==> src/rtl/lics_pkg.sv <==
// Package for the line-interface control and status register bank.
// Functional notes
// - Line code invert bit six inverts coded-mark-inversion at transmit and receive.
// - Line code control bit seven enables coded-mark-inversion line coding.
// - Receive termination code decodes to 75/100/120/110/133 ohm, else external resistor.
// - Transmit termination code decodes to 75/100/120/110/133 ohm, others disabled.
// - Receive level reported live as four-bit code in 2.5 dB bands.
// - Open-circuit flag follows detector, unsupported in 6312 kHz mode.
// - Current-limit flag follows limiter, unsupported in inversion, 64k, 6312k modes.
// - Jitter FIFO limit event flag set within four bits of limit.
// - Host read of status register clears the jitter limit event flag.
// - Masked-in open-circuit and current-limit flags interrupt on both edges.
// - Mask bit four gates the jitter limit event interrupt.
// - Jitter clock select zero enables 2.048 to 1.544 MHz PLL.
// - Jitter clock select one enables 12.8 to 2.048 MHz PLL.
`default_nettype none
package lics_pkg;
   localparam logic [7:0] LICS_ADDR_INFO = 8'h11;
   localparam logic [7:0] LICS_ADDR_STATUS = 8'h14;
   localparam logic [7:0] LICS_ADDR_MASK = 8'h15;
   localparam logic [7:0] LICS_ADDR_CODE = 8'h32;
   localparam logic [7:0] LICS_ADDR_TERM = 8'h33;
   localparam logic [7:0] LICS_RESET_VAL = 8'h00;
   localparam int LICS_BIT_OPEN = 1;
   localparam int LICS_BIT_CLIM = 2;
   localparam int LICS_BIT_JALIM = 4;
   localparam int LICS_BIT_INV = 6;
   localparam int LICS_BIT_CMIEN = 7;
   localparam int LICS_BIT_EXTRES = 5;
   localparam int LICS_RXT_LSB = 0;
   localparam int LICS_TXT_LSB = 3;
   localparam int LICS_MPS_LSB = 6;
   localparam logic [7:0] LICS_FLAG_MASK = 8'h16;

   typedef enum logic [2:0] {
      LICS_TERM_EXT, LICS_TERM_75, LICS_TERM_100, LICS_TERM_120,
      LICS_TERM_110, LICS_TERM_133, LICS_TERM_OFF
   } lics_term_t;

   typedef struct packed {
      logic wr;
      logic rd;
      logic [7:0] addr;
      logic [7:0] wdata;
   } lics_bus_t;

   typedef struct packed {
      logic tx_open_circuit;
      logic tx_current_limit;
      logic jitter_near_limit;
      logic [3:0] rx_level;
      logic mode_6312k;
      logic mode_64k;
   } lics_line_t;

   typedef struct packed {
      logic [7:0] code_ctl;
      logic [7:0] term_ctl;
      logic [7:0] mask;
      logic [7:0] status;
      logic [3:0] level;
      logic jlim_prev;
      logic irq;
      logic pll_t1;
      logic pll_e1;
      logic [7:0] rdata;
      logic rvalid;
      lics_term_t rx_term;
      lics_term_t tx_term;
   } lics_state_t;
endpackage
`default_nettype wire

==> src/rtl/lics_regs.sv <==
// Line-interface control and status register bank on the control port.
`default_nettype none
module lics_regs (
   input wire logic clk,
   input wire logic reset,
   input wire lics_pkg::lics_bus_t bus,
   input wire lics_pkg::lics_line_t line,
   output logic [7:0] rdata,
   output logic rvalid,
   output logic irq,
   output logic line_code_inversion_enable,
   output logic line_code_invert,
   output logic external_resistor_select,
   output lics_pkg::lics_term_t rx_term,
   output lics_pkg::lics_term_t tx_term,
   output logic [1:0] master_clock_prescale,
   input wire logic jitter_clock_select_0,
   input wire logic jitter_clock_select_1,
   output logic pll_t1_enable,
   output logic pll_e1_enable
);
   lics_pkg::lics_state_t s_r, s_nxt;
   logic open_q, clim_q;

   ////////////////////////////////////////////////////////////////////
   // Receive keeps the external resistor when no internal value is chosen,
   // while transmit simply switches its termination off.
   function automatic lics_pkg::lics_term_t dec(input logic [2:0] c,
                                                input logic rx);
      case (c)
         3'h1: dec = lics_pkg::LICS_TERM_75;
         3'h2: dec = lics_pkg::LICS_TERM_100;
         3'h3: dec = lics_pkg::LICS_TERM_120;
         3'h4: dec = lics_pkg::LICS_TERM_110;
         3'h5: dec = lics_pkg::LICS_TERM_133;
         default: dec = rx ? lics_pkg::LICS_TERM_EXT
                           : lics_pkg::LICS_TERM_OFF;
      endcase
   endfunction

   always_comb begin
      open_q = line.tx_open_circuit & ~line.mode_6312k;
      clim_q = line.tx_current_limit & ~line.mode_6312k & ~line.mode_64k
               & ~s_r.code_ctl[lics_pkg::LICS_BIT_CMIEN];
   end

   always_comb begin
      s_nxt = s_r;
      s_nxt.rvalid = 1'b0;
      s_nxt.level = line.rx_level;
      s_nxt.status[lics_pkg::LICS_BIT_OPEN] = open_q;
      s_nxt.status[lics_pkg::LICS_BIT_CLIM] = clim_q;
      s_nxt.jlim_prev = line.jitter_near_limit;
      s_nxt.pll_t1 = jitter_clock_select_0;
      s_nxt.pll_e1 = jitter_clock_select_1;
      if (bus.wr) begin
         case (bus.addr)
            lics_pkg::LICS_ADDR_MASK:
               s_nxt.mask = bus.wdata & lics_pkg::LICS_FLAG_MASK;
            lics_pkg::LICS_ADDR_CODE: s_nxt.code_ctl = bus.wdata;
            lics_pkg::LICS_ADDR_TERM: s_nxt.term_ctl = bus.wdata;
            default: ;
         endcase
      end
      if (bus.rd) begin
         s_nxt.rvalid = 1'b1;
         case (bus.addr)
            lics_pkg::LICS_ADDR_INFO: s_nxt.rdata = {4'h0, s_r.level};
            lics_pkg::LICS_ADDR_STATUS: s_nxt.rdata = s_r.status;
            lics_pkg::LICS_ADDR_MASK: s_nxt.rdata = s_r.mask;
            lics_pkg::LICS_ADDR_CODE: s_nxt.rdata = s_r.code_ctl;
            lics_pkg::LICS_ADDR_TERM: s_nxt.rdata = s_r.term_ctl;
            default: s_nxt.rdata = 8'h00;
         endcase
      end
      // read clears event; read services interrupt
      if (bus.rd && bus.addr == lics_pkg::LICS_ADDR_STATUS) begin
         s_nxt.status[lics_pkg::LICS_BIT_JALIM] = 1'b0;
         s_nxt.irq = 1'b0;
      end
      // rising edge sets event, set wins over read clear
      if (line.jitter_near_limit && !s_r.jlim_prev)
         s_nxt.status[lics_pkg::LICS_BIT_JALIM] = 1'b1;
      // both edges, event gate, sticky request
      if ((s_r.mask[lics_pkg::LICS_BIT_OPEN] &&
           (open_q != s_r.status[lics_pkg::LICS_BIT_OPEN])) ||
          (s_r.mask[lics_pkg::LICS_BIT_CLIM] &&
           (clim_q != s_r.status[lics_pkg::LICS_BIT_CLIM])) ||
          (s_r.mask[lics_pkg::LICS_BIT_JALIM] &&
           line.jitter_near_limit && !s_r.jlim_prev))
         s_nxt.irq = 1'b1;
      s_nxt.rx_term = dec(s_nxt.term_ctl[lics_pkg::LICS_RXT_LSB +: 3], 1'b1);
      s_nxt.tx_term = dec(s_nxt.term_ctl[lics_pkg::LICS_TXT_LSB +: 3], 1'b0);
      if (reset) begin
         s_nxt = '0;
         s_nxt.code_ctl = lics_pkg::LICS_RESET_VAL;
         s_nxt.term_ctl = lics_pkg::LICS_RESET_VAL;
         s_nxt.mask = lics_pkg::LICS_RESET_VAL;
         // The all-zero codes decode to the external resistor and to off.
         s_nxt.rx_term = lics_pkg::LICS_TERM_EXT;
         s_nxt.tx_term = lics_pkg::LICS_TERM_OFF;
      end
   end

   always_ff @(posedge clk) begin
      s_r <= s_nxt;
   end

   ////////////////////////////////////////////////////////////////////
   // The PLL selects are captured, so enables lag the pins by one clock.
   assign rdata = s_r.rdata;
   assign rvalid = s_r.rvalid;
   assign irq = s_r.irq;
   assign line_code_inversion_enable = s_r.code_ctl[lics_pkg::LICS_BIT_CMIEN];
   assign line_code_invert = s_r.code_ctl[lics_pkg::LICS_BIT_INV];
   assign external_resistor_select = s_r.code_ctl[lics_pkg::LICS_BIT_EXTRES];
   assign rx_term = s_r.rx_term;
   assign tx_term = s_r.tx_term;
   assign master_clock_prescale = s_r.term_ctl[lics_pkg::LICS_MPS_LSB +: 2];
   assign pll_t1_enable = s_r.pll_t1;
   assign pll_e1_enable = s_r.pll_e1;

   ////////////////////////////////////////////////////////////////////
   // Flags and outputs are registered, so each check except the termination decode checks looks one clock on.
   property p_jal_set;
      @(posedge clk) disable iff (reset)
      line.jitter_near_limit && !s_r.jlim_prev |=>
      s_r.status[lics_pkg::LICS_BIT_JALIM];
   endproperty
   a_jal_set: assert property (p_jal_set) else $error("event lost");

   // A new event in the read cycle wins, so it is left out here.
   property p_rdclr;
      @(posedge clk) disable iff (reset)
      bus.rd && bus.addr == lics_pkg::LICS_ADDR_STATUS &&
      !(line.jitter_near_limit && !s_r.jlim_prev) &&
      open_q == s_r.status[lics_pkg::LICS_BIT_OPEN] &&
      clim_q == s_r.status[lics_pkg::LICS_BIT_CLIM]
      |=> !s_r.status[lics_pkg::LICS_BIT_JALIM] && !irq;
   endproperty
   a_rdclr: assert property (p_rdclr) else $error("no read clear");

   property p_edge;
      @(posedge clk) disable iff (reset)
      s_r.mask[lics_pkg::LICS_BIT_OPEN] && $changed(open_q) |=> irq;
   endproperty
   a_edge: assert property (p_edge) else $error("no edge irq");

   property p_clim_edge;
      @(posedge clk) disable iff (reset)
      s_r.mask[lics_pkg::LICS_BIT_CLIM] && $changed(clim_q) |=> irq;
   endproperty
   a_clim_edge: assert property (p_clim_edge) else $error("no limit irq");

   property p_masked;
      @(posedge clk) disable iff (reset)
      s_r.mask == 8'h00 && !irq |=> !irq;
   endproperty
   a_masked: assert property (p_masked) else $error("masked irq");

   property p_hold;
      @(posedge clk) disable iff (reset)
      irq && !(bus.rd && bus.addr == lics_pkg::LICS_ADDR_STATUS) |=> irq;
   endproperty
   a_hold: assert property (p_hold) else $error("irq dropped");

   property p_lvl;
      @(posedge clk) disable iff (reset)
      1'b1 |=> s_r.level == $past(line.rx_level);
   endproperty
   a_lvl: assert property (p_lvl) else $error("level stale");

   property p_inv;
      @(posedge clk) disable iff (reset)
      bus.wr && bus.addr == lics_pkg::LICS_ADDR_CODE |=>
      line_code_invert == $past(bus.wdata[lics_pkg::LICS_BIT_INV]) &&
      line_code_inversion_enable == $past(bus.wdata[lics_pkg::LICS_BIT_CMIEN]);
   endproperty
   a_inv: assert property (p_inv) else $error("code ctl wrong");

   property p_clim;
      @(posedge clk) disable iff (reset)
      line.mode_64k |=> !s_r.status[lics_pkg::LICS_BIT_CLIM];
   endproperty
   a_clim: assert property (p_clim) else $error("limit in 64k");

   property p_open;
      @(posedge clk) disable iff (reset)
      line.mode_6312k |=> !s_r.status[lics_pkg::LICS_BIT_OPEN];
   endproperty
   a_open: assert property (p_open) else $error("open in 6312k");

   property p_pll;
      @(posedge clk) disable iff (reset)
      1'b1 |=> pll_t1_enable == $past(jitter_clock_select_0);
   endproperty
   a_pll: assert property (p_pll) else $error("pll off");

   property p_pll_e1;
      @(posedge clk) disable iff (reset)
      1'b1 |=> pll_e1_enable == $past(jitter_clock_select_1);
   endproperty
   a_pll_e1: assert property (p_pll_e1) else $error("e1 pll wrong");

   property p_rx_ext;
      @(posedge clk) disable iff (reset)
      s_r.term_ctl[lics_pkg::LICS_RXT_LSB +: 3] inside {3'h0, 3'h6, 3'h7}
      |-> rx_term == lics_pkg::LICS_TERM_EXT;
   endproperty
   a_rx_ext: assert property (p_rx_ext) else $error("rx not ext");

   property p_rx_133;
      @(posedge clk) disable iff (reset)
      s_r.term_ctl[lics_pkg::LICS_RXT_LSB +: 3] == 3'h5
      |-> rx_term == lics_pkg::LICS_TERM_133;
   endproperty
   a_rx_133: assert property (p_rx_133) else $error("rx not 133");

   property p_tx_off;
      @(posedge clk) disable iff (reset)
      s_r.term_ctl[lics_pkg::LICS_TXT_LSB +: 3] inside {3'h0, 3'h6, 3'h7}
      |-> tx_term == lics_pkg::LICS_TERM_OFF;
   endproperty
   a_tx_off: assert property (p_tx_off) else $error("tx not off");

   c_irq: cover property (@(posedge clk) $rose(irq));
   c_clr: cover property (@(posedge clk) $fell(irq));
   c_t133: cover property (@(posedge clk) rx_term == lics_pkg::LICS_TERM_133);
   c_jal: cover property (@(posedge clk)
      $rose(s_r.status[lics_pkg::LICS_BIT_JALIM]));
   c_clim: cover property (@(posedge clk)
      $rose(s_r.status[lics_pkg::LICS_BIT_CLIM]));
endmodule
`default_nettype wire

==> config.mk <==
export PLATFORM = sky130hd
export DESIGN_NAME = lics_regs
export DESIGN_NICKNAME = d
export VERILOG_FILES = /design/src/rtl/lics_pkg.sv /design/src/rtl/lics_regs.sv
export SDC_FILE = /design/constraint.sdc
export NUM_CORES = 1
export LEC_CHECK = 0
export BUFFER_PORTS_ARGS = -buffer_cell sky130_fd_sc_hd__buf_2
export CORE_MARGIN = 2
export CORE_UTILIZATION = 40
export CTS_CLUSTER_SIZE = 20
export DETAILED_ROUTE_END_ITERATION = 16
export PLACE_DENSITY_LB_ADDON = 0.12
export SLEW_MARGIN = 20
export SYNTH_ARGS = -nofsm -noshare
export SYNTH_HDL_FRONTEND = slang
export SYNTH_SLANG_ARGS = --single-unit
==> constraint.sdc <==
create_clock -name clk -period 2.9 [get_ports clk]
set_input_delay 0.725 -clock clk [delete_from_list [all_inputs] [get_ports clk]]
set_output_delay 0.725 -clock clk [all_outputs]
set_load 0.05 [all_outputs]
==> impl_metrics.ini <==
[status]
status = finished clean

[sta]
rsz0062_at_grt = false
period_needed_ps = 2600
max_slew_margin_pct = 64.7
finalHoldViolations = 0
holdWs_ps = 458
fin_skew_ps = 5.74
setup_viol = 0
drv_slew = 0
fmax_ghz = 0.384
period_share_pct = 89.7
tightest_slew_ps = 523
tns_ps = 0

[placement]
dp_hpwl_um = 3380
place_congestion = 0.795
place_inst = 329
portBuffers = 53

[global_routing]
grt_pass1_vias = 1470
grt_overflow = 0
grt.total_usage_pct = 16.5
antenna_found_initial = 0
grt_pass1_wl_um = 7040
grt_max_degree = 32

[worst_setup_path]
cp-end-kind = register
cp_cell_sequence = buf_2, or4b_4, nor3_2, buf_4, buf_4, mux2i_1, ha_1, inv_1, o221ai_1, a311oi_1
worst_ep_required_time_ps = 3090
timing.rr.start = s_r[41]$_SDFF_PP0_
cp_common_cell = buf_4
startpoint = bus[11]
r2r_end = rx_term[0]$_SDFF_PP0_
rrSetupSlack_ps = 1410
critPathKind = in -> reg
cp_slowest_cell = or4b_4
startpoint_type = primary input
worstPathArrival_ps = 2800
rr_worst_depth = 7
cp_max_fo = 5
critPathCapture = tx_term[0]$_SDFF_PP0_
slowest_delay_ps = 540

[cells_and_area]
area_growth_pct = 19.7
multi_input_area_um2 = 985
drive_above_1_share_pct = 31.8
insertedDiodeCount = 0
utilization_pct = 49.1
instances_no_fill = 337
ff_latch_area_um2 = 901
fin_nets = 301
nFillCells = 507

[drt]
wl_um = 4500
post-route-drc-count = 0
routed-via-count = 1625
wl_per_cell_um = 13.4
vias_per_cell = 4.82
first_iter_violations = 53
ant_nets = 0
dr.pass1.iters = 4

[flow_run]
cap_violations = 0

[logic_synthesis]
syn-instance-count = 218
synth_most_common_cell = dfxtp_1
ys_seq_area_share_pct = 43.6
synth_area_per_cell_um2 = 9.48
async_reset_ff_share_pct = 0
synth_common_cells = 45 x dfxtp_1, 33 x nor2_1, 25 x mux2i_1
syn_nets = 253
synth-edff-count = 0
ys_warn_count = 0
synth_area_um2 = 2070
ys_types = 35
yosysTopAreaCell = dfxtp_1
synth_top_area_share_pct = 43.6
synth_area_leaders = dfxtp_1 44%, mux2i_1 12%, buf_4 6.2%
synth-seq-cells = 45
synth_flop_cell = dfxtp_1

[power_and_ir_drop]
total_leakage_power_nw = 1.08
total_power_w = 0.00122
power.density_cell_area_nw_per_um2 = 493
worst_ir_drop_vdd_uv = 250

[floorplanning]
die_h_um = 75.9
die_w_um = 75.9
num_rows = 26
io_pins = 54
dieArea_um2 = 5760
initial_core_util_pct = 41.0
design.core.area_um2 = 5040

[clocking]
clockRootBuffer = clkbuf_8
clock_sinks = 45
post_cts_buffers = 0
cts_tree = built
clockBufferDepth = 2
clkTransAtPathRegs_ps = 80
h-tree-depth = 2
holdBufCountCts = 0
insertion_delay_ps = 290
cts_resized = 0
numCtsBuffers = 5

[min_path]
min_path_type = reg -> reg
[where the power goes]
part / internal, W / leakage, nW / switching, W
logic: 0.0000393 / 0.659 / 0.0000605
clock network: 0.000281 / 0.0585 / 0.000210
registers: 0.000627 / 0.366 / 0.00000336
[metrics by stage]
step	setup slack, ps	instance area [µm²]
final	298	2470
after detailed placement	5.94	2360
after global routing	173	2470
after global placement	44.4	2360
after floorplan	38.9	2070
after CTS	307	2470
[layer usage]
| layer | GRT usage (%) | up-vias | routed length (µm) |
|---|---|---|---|
| li1 | - | 832 | - |
| met1 | 21.4 | 751 | 2170 |
| met2 | 27.2 | 37 | 2100 |
| met3 | 3.17 | 5 | 172 |
| met4 | 5.85 | 0 | 60 |
| met5 | 0 | - | 0 |
[logic make-up after synthesis]
| family | after synthesis | synth area share, % |
|---|---|---|
| fa+ha+maj | 4 | 2.42 |
| buf+inv | 31 | 8.78 |
| compound gates | 26 | 8.72 |
| mux | 31 | 15.4 |
| flops | 45 | 43.6 |
| xor+xnor | 2 | 0.848 |
| simple gates | 79 | 20.3 |
[worst max-delay path: cells and delay by family]
| kind | cells | cell delay (ps) |
|---|---|---|
| adders and majority gates | 1 | 270 |
| AOI/OAI and AO/OA | 2 | 390 |
| buffers and inverters | 4 | 490 |
| and+or+nand+nor | 2 | 660 |
| muxes | 1 | 250 |
[flip-flops by register name (all words and copies together), names as in the netlist]
signal / count
rvalid: 1
pll_t1_enable: 1
pll_e1_enable: 1
external_resistor_select: 1
rx_term: 3
master_clock_prescale: 2
rdata: 8
tx_term: 3
irq: 1
line_code_inversion_enable: 1
s_r: 22
line_code_invert: 1
[worst min path at each step]
stage / start / to / slack, ps / cells after the start
3_3_place_gp: irq$_SDFFE_PP0P_ / irq$_SDFFE_PP0P_ / 440 / 2
5_1_grt: irq$_SDFFE_PP0P_ / irq$_SDFFE_PP0P_ / 480 / 2
4_1_cts: irq$_SDFFE_PP0P_ / irq$_SDFFE_PP0P_ / 460 / 2
6_report: irq$_SDFFE_PP0P_ / irq$_SDFFE_PP0P_ / 460 / 2
2_1_floorplan: rdata[5]$_SDFFE_PP0P_ / rdata[5]$_SDFFE_PP0P_ / 450 / 2
3_5_place_dp: irq$_SDFFE_PP0P_ / irq$_SDFFE_PP0P_ / 450 / 2
[cell usage in the layout (no fill, tap or decap), types with 2 or more instances in the layout]
cell      synthesis  routed
a21oi_1           8       8
a22o_1            3       3
a22oi_1           2       2
buf_2             1      53
buf_4            17      13
clkbuf_8          0       6
dfxtp_1          45      45
ha_1              4       4
inv_1             6       6
mux2_2            6       6
mux2i_1          25      25
nand2_1           9       9
nand2b_1          5       5
nand3_1           5       5
nand4_1           4       4
nor2_1           33      33
nor2b_1          14      14
nor3_1            2       2
o21ai_0           5       5
o221a_2           2       2
o311ai_0          2       2
[area by class of cell]
cell class,count,area share (%)
Clock buffer,7,3.49
Sequential cell,45,36.4
Timing Repair Buffer,66,14.7
Multi-Input combinational cell,142,39.8
Clock inverter,1,1.21
Inverter,6,0.910
Tap cell,70,3.54
(Power assumes the default switching activity.)
